<file path="src/pkg/msp_pkg.sv">
// shared constants, types and register map of the section protection block
package msp_pkg;
  localparam int NW = 14;
  localparam int APS_W = 13;
  localparam logic [11:0] K1_IDX = 12'h43B;
  localparam logic [11:0] K2_IDX = 12'h43E;
  localparam logic [1:0] FILT_N = 2'h3;
  localparam logic [7:0] ALL_ONES = 8'hFF;
  localparam logic ARCH_1N = 1'b1;
  localparam int CLK_HZ = 50_000_000;
  localparam int WTR_UNIT_S = 1;
  localparam int SEC_CYCLES_DEF = WTR_UNIT_S * CLK_HZ;
  localparam logic [9:0] WTR_MAX_S = 10'h2D0;
  localparam logic [9:0] WTR_RST = 10'h12C;
  localparam logic [7:0] REG_CTRL = 8'h00;
  localparam logic [7:0] REG_WTR = 8'h04;
  localparam logic [7:0] REG_CMD = 8'h08;
  localparam logic [7:0] REG_STATUS = 8'h0C;
  localparam logic [7:0] REG_SWCNT = 8'h10;
  localparam logic [7:0] REG_SWDUR = 8'h14;
  localparam logic [7:0] REG_TXAPS = 8'h18;
  localparam int CTRL_DIR = 0;
  localparam int CTRL_SPARE = 1;
  localparam int CTRL_NULL = 2;
  localparam int CTRL_NULLCH = 4;
  localparam int CTRL_REPORT = 8;
  localparam logic [31:0] CTRL_MASK = 32'h0000_01FF;
  localparam logic [31:0] CTRL_RST = 32'h0000_0000;
  localparam logic [1:0] NULL_NORMAL = 2'h0;
  localparam logic [1:0] NULL_ONES = 2'h1;
  localparam logic [1:0] RESP_OKAY = 2'h0;
  localparam logic [1:0] RESP_SLVERR = 2'h2;
  localparam logic [3:0] REQ_LO = 4'hF;
  localparam logic [3:0] REQ_FS = 4'hE;
  localparam logic [3:0] REQ_SF = 4'hD;
  localparam logic [3:0] REQ_SD = 4'hB;
  localparam logic [3:0] REQ_MS = 4'h8;
  localparam logic [3:0] REQ_WTR = 4'h6;
  localparam logic [3:0] REQ_EXERCISE_CMD = 4'h4;
  localparam logic [3:0] REQ_RR = 4'h2;
  localparam logic [3:0] REQ_NR = 4'h0;
  typedef enum logic [2:0] {
    CMD_NONE = 3'h0, CMD_CLEAR = 3'h1, CMD_LOCKOUT = 3'h2,
    CMD_FORCED = 3'h3, CMD_MANUAL = 3'h4, CMD_EXERCISE_CMD = 3'h5
  } msp_cmd_t;
  typedef enum logic [2:0] {
    ST_IDLE = 3'b001, ST_SWITCHED = 3'b010, ST_RESTORE = 3'b100
  } msp_state_t;
  typedef struct packed {
    logic [7:0] d;
    logic ck;
    logic fs;
  } msp_stream_t;
  typedef struct packed {
    logic [7:0] d;
    logic ck;
    logic fs;
    logic fail;
    logic degrade;
  } msp_line_t;
endpackage

</file>
<file path="src/hdl/msp_aps_filter.sv">
// switching channel extraction and three-frame persistence filter
`timescale 1ns/1ns
module msp_aps_filter
  import msp_pkg::*;
(
  input wire logic aclk,
  input wire logic aresetn,
  input wire logic byte_edge,
  input wire logic fs,
  input wire logic [7:0] d,
  output logic [APS_W-1:0] aps_out
);
  logic [11:0] idx;
  logic [7:0] k1_q;
  logic [APS_W-1:0] last;
  logic [1:0] same_cnt;
  wire [11:0] next_idx = fs ? 12'h000 : idx + 12'h001;
  wire [APS_W-1:0] cand = {k1_q, d[7:3]};
  wire k1_here = byte_edge && next_idx == K1_IDX;
  wire k2_here = byte_edge && next_idx == K2_IDX;
  wire same = cand == last;

  always_ff @(posedge aclk) begin
    if (!aresetn) begin
      idx <= 12'h000;
      k1_q <= 8'h00;
      last <= 13'h0000;
      same_cnt <= 2'h0;
      aps_out <= 13'h0000;
    end else begin
      if (byte_edge) idx <= next_idx;
      if (k1_here) k1_q <= d;
      if (k2_here) begin
        last <= cand;
        if (!same) same_cnt <= 2'h1;
        else if (same_cnt != FILT_N) same_cnt <= same_cnt + 2'h1;
        if (same && same_cnt == FILT_N - 2'h1) aps_out <= cand;
      end
    end
  end
endmodule

</file>
<file path="src/hdl/msp_top.sv">
// 1:n section protection: bridge/selector, trail termination and adaptation
// Summary of operation
// - up to fourteen working sections share one protection section
// - receive selection follows fail, degrade, operator commands and received channel
// - each working output is fed permanently from its normal input
// - protection output is unfed, extra traffic, or a bridged normal input
// - direction or restore-wait changes while idle leave traffic untouched
// - switching channel is 13 bits: whole first byte, top five of second
// - revertive; restore waits a configurable zero to twelve minutes
// - lockout, forced, manual, clear and exercise commands are accepted
// - unassigned protection output carries the null signal
// - null signal is a normal input, all ones, or a test pattern
// - on a switch extra traffic output goes all ones with fail raised
// - protection termination source passes data, clock and frame start unchanged
// - reported server fail is incoming fail gated by the report enable
// - trail fail always copies the incoming fail of the section that feeds each output
// - adaptation source inserts the switching channel into the outgoing stream
// - adaptation sink forwards stream and copies fail; degrade reaches only the extra traffic output
// - sink pulls the switching channel bits from each received frame
// - a new channel value is accepted after three identical frames
// - only the protection section sink extracts and filters the channel
`timescale 1ns/1ns
module msp_top
  import msp_pkg::*;
#(
  parameter int SEC_CYCLES = SEC_CYCLES_DEF
)
(
  input wire logic aclk,
  input wire logic aresetn,
  input wire logic [7:0] awaddr,
  input wire logic awvalid,
  output logic awready,
  input wire logic [31:0] wdata,
  input wire logic [3:0] wstrb,
  input wire logic wvalid,
  output logic wready,
  output logic [1:0] bresp,
  output logic bvalid,
  input wire logic bready,
  input wire logic [7:0] araddr,
  input wire logic arvalid,
  output logic arready,
  output logic [31:0] rdata,
  output logic [1:0] rresp,
  output logic rvalid,
  input wire logic rready,
  input msp_line_t work_rx [NW],
  input msp_line_t prot_rx,
  input msp_stream_t norm_tx [NW],
  input msp_stream_t extra_tx,
  output msp_line_t norm_rx [NW],
  output msp_line_t extra_rx,
  output msp_stream_t work_tx [NW],
  output msp_stream_t prot_tx,
  output logic [NW-1:0] trail_fail_ind,
  output logic [NW-1:0] reported_server_fail,
  output logic [APS_W-1:0] rx_aps,
  output logic protocol_failure_alarm
);
  function automatic logic [31:0] strb_merge(input logic [31:0] old, input logic [31:0] nw,
                                             input logic [3:0] s);
    logic [31:0] r;
    r = old;
    for (int b = 0; b < 4; b++) begin
      if (s[b]) r[b*8 +: 8] = nw[b*8 +: 8];
    end
    return r;
  endfunction

  function automatic logic is_mapped(input logic [7:0] a);
    return a == REG_CTRL || a == REG_WTR || a == REG_CMD || a == REG_STATUS ||
           a == REG_SWCNT || a == REG_SWDUR || a == REG_TXAPS;
  endfunction

  function automatic logic ch_ok(input logic [3:0] ch);
    return ch != 4'h0 && ch <= 4'(NW);
  endfunction

  function automatic logic is_switch(input logic [3:0] req);
    return req == REQ_FS || req == REQ_SF || req == REQ_SD || req == REQ_MS || req == REQ_WTR;
  endfunction

  // input synchronisers, three stages each
  msp_line_t w1 [NW], w2 [NW], w3 [NW];
  msp_stream_t n1 [NW], n2 [NW], n3 [NW];
  msp_line_t p1, p2, p3;
  msp_stream_t e1, e2, e3;
  always_ff @(posedge aclk) begin
    w1 <= work_rx;
    w2 <= w1;
    w3 <= w2;
    n1 <= norm_tx;
    n2 <= n1;
    n3 <= n2;
    p1 <= prot_rx;
    p2 <= p1;
    p3 <= p2;
    e1 <= extra_tx;
    e2 <= e1;
    e3 <= e2;
  end

  // register file and bus state
  logic [31:0] ctrl;
  logic [9:0] wtr_set;
  msp_cmd_t cmd_code;
  logic [3:0] cmd_ch;
  logic aw_held, w_held;
  logic [7:0] aw_addr_q;
  logic [31:0] w_data_q;
  logic [3:0] w_strb_q;
  logic [31:0] sw_count, sw_dur;

  // control state
  msp_state_t state, next_state;
  logic [3:0] sel, act_req, next_sel;
  logic dir_eff;
  logic [9:0] wtr_eff, wtr_cnt;
  logic [31:0] sec_cnt;
  logic [3:0] loc_req, loc_ch, sf_ch, sd_ch;
  logic [APS_W-1:0] aps_acc;
  logic pk_lvl, tx_ck_q;
  logic [11:0] tx_idx;

  wire aw_take = awvalid && awready;
  wire w_take = wvalid && wready;
  wire do_wr = aw_held && w_held && !bvalid;
  wire next_aw_held = do_wr ? 1'b0 : (aw_held || aw_take);
  wire next_w_held = do_wr ? 1'b0 : (w_held || w_take);
  wire next_bvalid = do_wr || (bvalid && !bready);
  wire ar_take = arvalid && arready;
  wire next_rvalid = ar_take || (rvalid && !rready);
  wire [31:0] wr_val = strb_merge(32'h0000_0000, w_data_q, w_strb_q);
  wire wr_ctrl = do_wr && aw_addr_q == REG_CTRL;
  wire wr_wtr = do_wr && aw_addr_q == REG_WTR;
  wire wr_cmd = do_wr && aw_addr_q == REG_CMD;
  wire [31:0] wtr_full = strb_merge({22'h00_0000, wtr_set}, w_data_q, w_strb_q);
  wire [9:0] wtr_wr = wtr_full[9:0];
  msp_cmd_t cmd_wr;
  assign cmd_wr = msp_cmd_t'(wr_val[2:0]);
  wire [3:0] cmd_ch_wr = wr_val[7:4];
  wire cmd_needs_ch = cmd_wr == CMD_FORCED || cmd_wr == CMD_MANUAL || cmd_wr == CMD_EXERCISE_CMD;
  wire cmd_valid = cmd_wr <= CMD_EXERCISE_CMD && (!cmd_needs_ch || ch_ok(cmd_ch_wr));

  wire spare_en = ctrl[CTRL_SPARE];
  wire [1:0] null_mode = ctrl[CTRL_NULL +: 2];
  wire [3:0] null_ch = ctrl[CTRL_NULLCH +: 4];
  wire report_en = ctrl[CTRL_REPORT];
  wire sec_tick = sec_cnt == 32'(SEC_CYCLES - 1);

  // received channel fields
  wire [3:0] rx_req = aps_acc[12:9];
  wire [3:0] rx_ch = aps_acc[8:5];
  wire [3:0] rx_bridge = aps_acc[4:1];
  wire far_wins = dir_eff && is_switch(rx_req) && rx_req > loc_req && ch_ok(rx_ch);
  wire [3:0] tx_req = far_wins ? REQ_RR : loc_req;
  wire [3:0] tx_ch = far_wins ? rx_ch : loc_ch;
  wire [APS_W-1:0] aps_tx = {tx_req, tx_ch, sel, ARCH_1N};
  wire wtr_want = (state == ST_RESTORE && wtr_cnt != 10'h000) ||
                  (state == ST_SWITCHED && (act_req == REQ_SF || act_req == REQ_SD));

  wire [31:0] status = {3'h0, rx_aps, 4'h0, protocol_failure_alarm, state, tx_req, sel};
  wire [31:0] rd_word =
    araddr == REG_CTRL ? ctrl :
    araddr == REG_WTR ? {22'h00_0000, wtr_set} :
    araddr == REG_CMD ? {24'h00_0000, cmd_ch, 1'b0, cmd_code} :
    araddr == REG_STATUS ? status :
    araddr == REG_SWCNT ? sw_count :
    araddr == REG_SWDUR ? sw_dur :
    araddr == REG_TXAPS ? {19'h0_0000, aps_tx} : 32'h0000_0000;

  // working sections: most urgent is the lowest numbered
  always_comb begin
    sf_ch = 4'h0;
    sd_ch = 4'h0;
    for (int i = NW - 1; i >= 0; i--) begin
      if (w3[i].fail) sf_ch = 4'(i + 1);
      if (w3[i].degrade) sd_ch = 4'(i + 1);
    end
  end

  // local request by priority
  always_comb begin
    loc_req = REQ_NR;
    loc_ch = 4'h0;
    if (cmd_code == CMD_LOCKOUT) begin
      loc_req = REQ_LO;
    end else if (cmd_code == CMD_FORCED) begin
      loc_req = REQ_FS;
      loc_ch = cmd_ch;
    end else if (p3.fail) begin
      loc_req = REQ_SF;
    end else if (sf_ch != 4'h0) begin
      loc_req = REQ_SF;
      loc_ch = sf_ch;
    end else if (sd_ch != 4'h0) begin
      loc_req = REQ_SD;
      loc_ch = sd_ch;
    end else if (cmd_code == CMD_MANUAL) begin
      loc_req = REQ_MS;
      loc_ch = cmd_ch;
    end else if (wtr_want) begin
      loc_req = REQ_WTR;
      loc_ch = sel;
    end else if (cmd_code == CMD_EXERCISE_CMD) begin
      loc_req = REQ_EXERCISE_CMD;
      loc_ch = cmd_ch;
    end
  end

  assign next_sel = far_wins ? rx_ch : (is_switch(loc_req) ? loc_ch : 4'h0);

  always_comb begin
    next_state = state;
    unique case (state)
      ST_IDLE: begin
        if (next_sel != 4'h0) next_state = ST_SWITCHED;
      end
      ST_SWITCHED: begin
        if (next_sel == 4'h0) next_state = ST_IDLE;
        else if (loc_req == REQ_WTR && !far_wins) next_state = ST_RESTORE;
      end
      ST_RESTORE: begin
        if (next_sel == 4'h0) next_state = ST_IDLE;
        else if (far_wins || loc_req != REQ_WTR) next_state = ST_SWITCHED;
      end
      default: next_state = ST_IDLE;
    endcase
  end

  // bus slave
  always_ff @(posedge aclk) begin
    if (!aresetn) begin
      awready <= 1'b0;
      wready <= 1'b0;
      bvalid <= 1'b0;
      bresp <= RESP_OKAY;
      arready <= 1'b0;
      rvalid <= 1'b0;
      rdata <= 32'h0000_0000;
      rresp <= RESP_OKAY;
      aw_held <= 1'b0;
      w_held <= 1'b0;
      aw_addr_q <= 8'h00;
      w_data_q <= 32'h0000_0000;
      w_strb_q <= 4'h0;
    end else begin
      aw_held <= next_aw_held;
      w_held <= next_w_held;
      bvalid <= next_bvalid;
      awready <= !next_aw_held && !next_bvalid;
      wready <= !next_w_held && !next_bvalid;
      arready <= !next_rvalid;
      rvalid <= next_rvalid;
      if (aw_take) aw_addr_q <= awaddr;
      if (w_take) begin
        w_data_q <= wdata;
        w_strb_q <= wstrb;
      end
      if (do_wr) bresp <= is_mapped(aw_addr_q) ? RESP_OKAY : RESP_SLVERR;
      if (ar_take) begin
        rdata <= rd_word;
        rresp <= is_mapped(araddr) ? RESP_OKAY : RESP_SLVERR;
      end
    end
  end

  // registers, commands and monitors
  always_ff @(posedge aclk) begin
    if (!aresetn) begin
      ctrl <= CTRL_RST;
      wtr_set <= WTR_RST;
      cmd_code <= CMD_NONE;
      cmd_ch <= 4'h0;
      sw_count <= 32'h0000_0000;
      sw_dur <= 32'h0000_0000;
      sec_cnt <= 32'h0000_0000;
    end else begin
      if (wr_ctrl) ctrl <= strb_merge(ctrl, w_data_q, w_strb_q) & CTRL_MASK;
      if (wr_wtr) wtr_set <= wtr_wr > WTR_MAX_S ? WTR_MAX_S : wtr_wr;
      if (wr_cmd && cmd_valid && cmd_wr != CMD_NONE) begin
        cmd_code <= cmd_wr == CMD_CLEAR ? CMD_NONE : cmd_wr;
        cmd_ch <= cmd_wr == CMD_CLEAR ? 4'h0 : cmd_ch_wr;
      end
      sec_cnt <= sec_tick ? 32'h0000_0000 : sec_cnt + 32'h0000_0001;
      if (sel == 4'h0 && next_sel != 4'h0) sw_count <= sw_count + 32'h0000_0001;
      if (sel != 4'h0 && sec_tick) sw_dur <= sw_dur + 32'h0000_0001;
    end
  end

  // switching control
  always_ff @(posedge aclk) begin
    if (!aresetn) begin
      state <= ST_IDLE;
      sel <= 4'h0;
      act_req <= REQ_NR;
      dir_eff <= 1'b0;
      wtr_eff <= WTR_RST;
      wtr_cnt <= 10'h000;
      protocol_failure_alarm <= 1'b0;
      rx_aps <= 13'h0000;
    end else begin
      state <= next_state;
      sel <= next_sel;
      act_req <= tx_req;
      if (state == ST_IDLE && loc_req == REQ_NR && !far_wins) begin
        dir_eff <= ctrl[CTRL_DIR];
        wtr_eff <= wtr_set;
      end
      if (state != ST_RESTORE && next_state == ST_RESTORE) wtr_cnt <= wtr_eff;
      else if (state == ST_RESTORE && sec_tick && wtr_cnt != 10'h000) wtr_cnt <= wtr_cnt - 10'h001;
      protocol_failure_alarm <= aps_acc[0] != ARCH_1N ||
                                (dir_eff && is_switch(tx_req) && rx_bridge != tx_ch);
      rx_aps <= aps_acc;
    end
  end

  // protection receive: agreed clock level and byte edges
  wire p_edge = p2.ck && p3.ck && !pk_lvl;
  always_ff @(posedge aclk) begin
    if (!aresetn) pk_lvl <= 1'b0;
    else if (p2.ck == p3.ck) pk_lvl <= p3.ck;
  end

  // extraction only on the protection section sink
  msp_aps_filter i_msp_aps_filter (
    .aclk(aclk),
    .aresetn(aresetn),
    .byte_edge(p_edge),
    .fs(p3.fs),
    .d(p3.d),
    .aps_out(aps_acc)
  );

  // transmit protection source selection
  wire [3:0] sel_m1 = sel - 4'h1;
  wire [3:0] null_m1 = ch_ok(null_ch) ? null_ch - 4'h1 : 4'h0;
  wire [7:0] null_d = null_mode == NULL_NORMAL ? n3[null_m1].d :
                      null_mode == NULL_ONES ? ALL_ONES : tx_idx[7:0];
  wire msp_stream_t null_src = '{d: null_d, ck: n3[null_m1].ck, fs: n3[null_m1].fs};
  wire msp_stream_t tx_src = sel != 4'h0 ? n3[sel_m1] :
                             spare_en ? e3 : null_src;
  wire tx_edge = tx_src.ck && !tx_ck_q;
  wire [11:0] next_tx_idx = !tx_edge ? tx_idx : (tx_src.fs ? 12'h000 : tx_idx + 12'h001);
  wire [7:0] tx_d = next_tx_idx == K1_IDX ? aps_tx[12:5] :
                    next_tx_idx == K2_IDX ? {aps_tx[4:0], tx_src.d[2:0]} : tx_src.d;

  always_ff @(posedge aclk) begin
    if (!aresetn) begin
      tx_ck_q <= 1'b0;
      tx_idx <= 12'h000;
      prot_tx <= '0;
      extra_rx <= '0;
      for (int i = 0; i < NW; i++) begin
        work_tx[i] <= '0;
        norm_rx[i] <= '0;
      end
      trail_fail_ind <= '0;
      reported_server_fail <= '0;
    end else begin
      tx_ck_q <= tx_src.ck;
      tx_idx <= next_tx_idx;
      prot_tx <= '{d: tx_d, ck: tx_src.ck, fs: tx_src.fs};
      for (int i = 0; i < NW; i++) begin
        work_tx[i] <= n3[i];
        if (sel == 4'(i + 1)) begin
          norm_rx[i] <= '{d: p3.d, ck: p3.ck, fs: p3.fs, fail: p3.fail, degrade: 1'b0};
          trail_fail_ind[i] <= p3.fail;
          reported_server_fail[i] <= p3.fail && report_en;
        end else begin
          norm_rx[i] <= '{d: w3[i].d, ck: w3[i].ck, fs: w3[i].fs, fail: w3[i].fail,
                          degrade: 1'b0};
          trail_fail_ind[i] <= w3[i].fail;
          reported_server_fail[i] <= w3[i].fail && report_en;
        end
      end
      if (sel != 4'h0 || !spare_en) begin
        extra_rx <= '{d: ALL_ONES, ck: p3.ck, fs: p3.fs, fail: 1'b1, degrade: 1'b0};
      end else begin
        extra_rx <= '{d: p3.d, ck: p3.ck, fs: p3.fs, fail: p3.fail, degrade: p3.degrade};
      end
    end
  end
endmodule

</file>
<file path="config.mk">
export PLATFORM = sky130hd
export DESIGN_NAME = msp_top
export DESIGN_NICKNAME = d
export VERILOG_FILES = /design/src/pkg/msp_pkg.sv /design/src/hdl/msp_aps_filter.sv /design/src/hdl/msp_top.sv
export SDC_FILE = /design/constraint.sdc
export NUM_CORES = 2
export LEC_CHECK = 0
export BUFFER_PORTS_ARGS = -buffer_cell sky130_fd_sc_hd__buf_2
export CAP_MARGIN = 20
export CORE_MARGIN = 2
export CORE_UTILIZATION = 32
export CTS_CLUSTER_SIZE = 14
export DETAILED_ROUTE_END_ITERATION = 16
export PLACE_DENSITY = 0.54
export SLEW_MARGIN = 30
export SYNTH_ARGS = -nofsm -noshare
export SYNTH_HDL_FRONTEND = slang
export SYNTH_SLANG_ARGS = --single-unit
</file>
<file path="constraint.sdc">
create_clock -name aclk -period 9.2 [get_ports aclk]
set_input_delay 0.92 -clock aclk [delete_from_list [all_inputs] [get_ports aclk]]
set_output_delay 0.92 -clock aclk [all_outputs]
set_load 0.01 [all_outputs]
</file>
==> impl_summary.txt <==
----------------------------------------------------
[Outcome]
  Outcome ... complete, no violations

[Yosys]
  Warnings, synthesis ... 0
  Post-synth ARST share ... 0
  Library cell with the highest instance count after synthesis ... sky130_fd_sc_hd__dfxtp_1
  Area leader, netlist ... sky130_fd_sc_hd__dfxtp_1
  Part of the Yosys area used for sequential elements ... 0.6753
  Mean area per synthesized cell ... 11.08 um^2
  Synth Instances ... 4,307
  Yosys cell types ... 90
  Flip-flop and latch count after synthesis ... 1,610
  Commonest cells in the synthesized netlist ... sky130_fd_sc_hd__dfxtp_1, sky130_fd_sc_hd__nand2_1, sky130_fd_sc_hd__a21oi_1
  Syn Std Cell Area ... 47,730 um^2
  Top area cells in the synthesized netlist ... sky130_fd_sc_hd__dfxtp_1, sky130_fd_sc_hd__nand2_1, sky130_fd_sc_hd__a21oi_1, sky130_fd_sc_hd__nor2_1, sky130_fd_sc_hd__and2_1
  Number of synthesized flops with an enable pin ... 0
  Area share of the leading cell type in the synthesized netlist ... 0.6753
  Most frequently used flop master after synthesis ... sky130_fd_sc_hd__dfxtp_1

[Routing]
  Number of vias per cell after detailed routing ... 4.719
  Count of TritonRoute iterations in the first routing pass ... 7
  Routed length on met2 ... 71.88 mm
  Top layer used by detailed routing ... met5
  DR WL/cell ... 21.27 um
  Overall routed net length ... 151.2 mm
  Routed length on met3 ... 9.952 mm
  Residual antenna-violating net count after detailed routing ... 0
  Number of DRC markers after the initial detailed-route iteration ... 2,379
  DRC violation count after routing ... 0
  Post-route met1 wirelength ... 63.26 mm
  Overall via count from detail_route ... 33,550

[Global routing]
  Vias in the first global route ... 32,000
  Grt ovf ... 0
  Initial antenna violation count ... 65
  Global Route Usage Sum ... 0.1926
  Maximum number of pins on one net before global-route repair ... 120
  Wire length of the first global-routing pass ... 215.2 mm

[Clock tree]
  Number of hold buffers added after cts ... 0
  Root cell of the clock tree ... sky130_fd_sc_hd__clkbuf_16
  CTS clk-pin slew, worst paths ... 0.06 ns
  TritonCTS sink count ... 1,610
  TritonCTS clock tree ... done
  Post_cts resized ... 0
  Depth of the CTS H-tree ... 4
  Clock insertion delay at the later pin of the skew report ... 0.84 ns
  Number of buffers on the longest clock path ... 3
  Cts bufs inserted ... 164
  Post-CTS repair timing setup buffer count ... 0

[Timing]
  Highest attainable clock frequency ... 174.4 MHz
  Tmin final ... 5.735 ns
  Count of endpoints failing hold in the final timing report ... 0
  Share of the clock period used by the worst path after layout ... 0.6234
  Max Slew Vio Count ... 0
  Final worst clock skew ... 0.07500 ns
  Worst slew slack as a fraction of its limit ... 0.3055
  Total setup violations reported at the end of the flow ... 0
  Unrepaired setup endpoints after global routing ... no
  Total Neg Setup Slack ... 0 ns
  Transition at the pin with the smallest max-transition slack ... 1.028 ns

[Critical path]
  Arr. time, crit path ... 6.33 ns
  Count of cells along the worst register-to-register path ... 15
  R2r setup slk ... 3.46 ns
  Endpoint kind of the worst setup timing path ... register
  R2r endpoint ... prot_tx[8]$_SDFF_PN0_
  Maximum fanout along the worst path ... 32
  Worst r2r src ... ctrl[4]$_SDFFE_PN0P_
  Type of the worst setup path ... reg2reg
  Required time worst endpoint ... 9.80 ns
  Element type at the critical path start ... register

[Floorplan]
  Horizontal die dimension ... 390.2 um
  Count of boundary I/O pins ... 802
  Core outline area ... 147,800 um^2
  Die Y-Extent ... 390.2 um
  Initial Utilization ... 0.3228
  Die ar. ... 152,300 um^2
  Cell Rows ... 141

[Final layout]
  Area growth syn-to-layout ... 23.65%
  Finished layout cell area ... 59,020 um^2
  Post-layout nets ... 5,432
  Proportion of layout cells with a drive suffix above 1 ... 0.2238
  Final standard cell count with taps included and fillers excluded ... 7,109

[Power and ir drop]
  Relative contribution of combinational cells to total power ... 0.046
  Worst VDD drop ... 173.5 uV
  Sequential power share ... 0.499
  Clock share of power ... 0.455
  Pwr per Cell Area ... 253.2 nW/um^2
  Sw Pwr ... 3481 uW
  Leakage dissipation ... 0.02478 uW
  Switching share of power ... 0.2329
  Cell-internal power ... 11,460 uW

[Placed design]
  Half-perimeter wire length of the detailed placement result ... 108.5 mm
  Placed instance area ... 53,260 um^2
  Final weighted congestion in routability-driven placement ... 0.8636
  # port buffers ... 761
  Placed instance count ... 6,785

[Hold path]
  Endpoint with the worst hold slack ... w1[151]$_DFF_P_
  Startpoint of the worst hold path ... work_rx[151]
  Worst hold path cell count ... 1
  Hold/Removal Path Class ... in2reg

[Job]
  Number of max-cap violations ... 0

----------------------------------------------------
[cell type report]
type                       instances  area (um^2)
multi-input combinational       2378        14230
timing repair buffer             809         4194
tap                             1930         2415
inverter                          60        232.7
clock inverter                    61        939.7
fill                           14390        88820
clock buffer                     235         4701
sequential                      1610        32240
antenna                           26        65.06
[power by group through the flow]
stage	Sequential [uW]	Clock, uW	Combinational (uW)
CTS	7460	6960	698
global route	7480	7240	748
detailed placement	7610	0	696
finish	7460	6800	690
floorplan	7580	0	328
global placement	7610	0	692
[cell usage in the layout (no fill, tap or decap), drive strengths merged, types with 38 or more instances in the layout]
cell type / count
or3: 38
buf: 809
nor2: 313
a21oi: 325
and2: 186
inv: 67
mux2i: 101
dfxtp: 1610
o21ai: 109
xnor2: 51
and3: 47
clkbuf: 235
xor2: 58
a31oi: 39
nand2: 436
nor3: 51
nand3: 175
clkinv: 41
[per-stage QoR]
step	hold slack [ns]	util	total power, uW	setup WS, ns
after detailed placement	0.3121	0.3602	8306	3.621
after floorplan	0.3096	-	7904	4.204
after CTS	0.1096	0.3984	15110	3.551
final	0.1779	0.3992	14940	3.465
after global placement	0.3097	0.3600	8298	3.323
after global routing	0.1324	0.3990	15470	3.044
[per-layer routing]
metal	up-vias	GRT usage
li1	16060	-
met5	-	0
met4	42	0.08073
met3	319	0.04815
met2	1114	0.3164
met1	16010	0.2403
[cells by family after synthesis]
logic type / Yosys count / share of synthesized area
buffers and inverters: 334 / 0.02986
xor gates and xnor gates: 109 / 0.02000
AOI/OAI and AO/OA: 685 / 0.08911
adders and majority gates: 20 / 0.005243
other: 1 / 0.00007857
and+or+nand+nor: 1409 / 0.1432
DFF: 1610 / 0.6753
muxes: 139 / 0.03723
[worst max path at each step]
stage,start,end
2_1_floorplan,sel[0]$_SDFF_PN0_,prot_tx[7]$_SDFF_PN0_
3_3_place_gp,ctrl[4]$_SDFFE_PN0P_,prot_tx[8]$_SDFF_PN0_
3_5_place_dp,ctrl[4]$_SDFFE_PN0P_,prot_tx[6]$_SDFF_PN0_
4_1_cts,ctrl[4]$_SDFFE_PN0P_,prot_tx[8]$_SDFF_PN0_
5_1_grt,ctrl[4]$_SDFFE_PN0P_,prot_tx[8]$_SDFF_PN0_
6_report,ctrl[4]$_SDFFE_PN0P_,prot_tx[8]$_SDFF_PN0_
[flip-flops by register name, summed over array words and instances (netlist names), 140 cells and up]
| name | flops |
|---|---|
| n1 | 140 |
| n2 | 140 |
| n3 | 140 |
| norm_rx | 141 |
| w1 | 168 |
| w2 | 168 |
| w3 | 168 |
| work_tx | 140 |
[critical path, stage by stage (launching register included)]
cell and delay (ns):
sky130_fd_sc_hd__dfxtp_1 0.30, sky130_fd_sc_hd__buf_4 0.39, sky130_fd_sc_hd__inv_1 0.13, sky130_fd_sc_hd__buf_4 0.28
sky130_fd_sc_hd__ha_1 0.31, sky130_fd_sc_hd__nand4b_1 0.69, sky130_fd_sc_hd__nand2_1 0.76, sky130_fd_sc_hd__a21oi_1 0.08
sky130_fd_sc_hd__o21ai_1 0.18, sky130_fd_sc_hd__o211a_2 0.29, sky130_fd_sc_hd__o21ai_1 0.27, sky130_fd_sc_hd__buf_4 0.28
sky130_fd_sc_hd__or3_1 0.43, sky130_fd_sc_hd__a2111o_1 0.63, sky130_fd_sc_hd__o41ai_1 0.40, sky130_fd_sc_hd__a211oi_1 0.09
(Power assumes the default switching activity.)
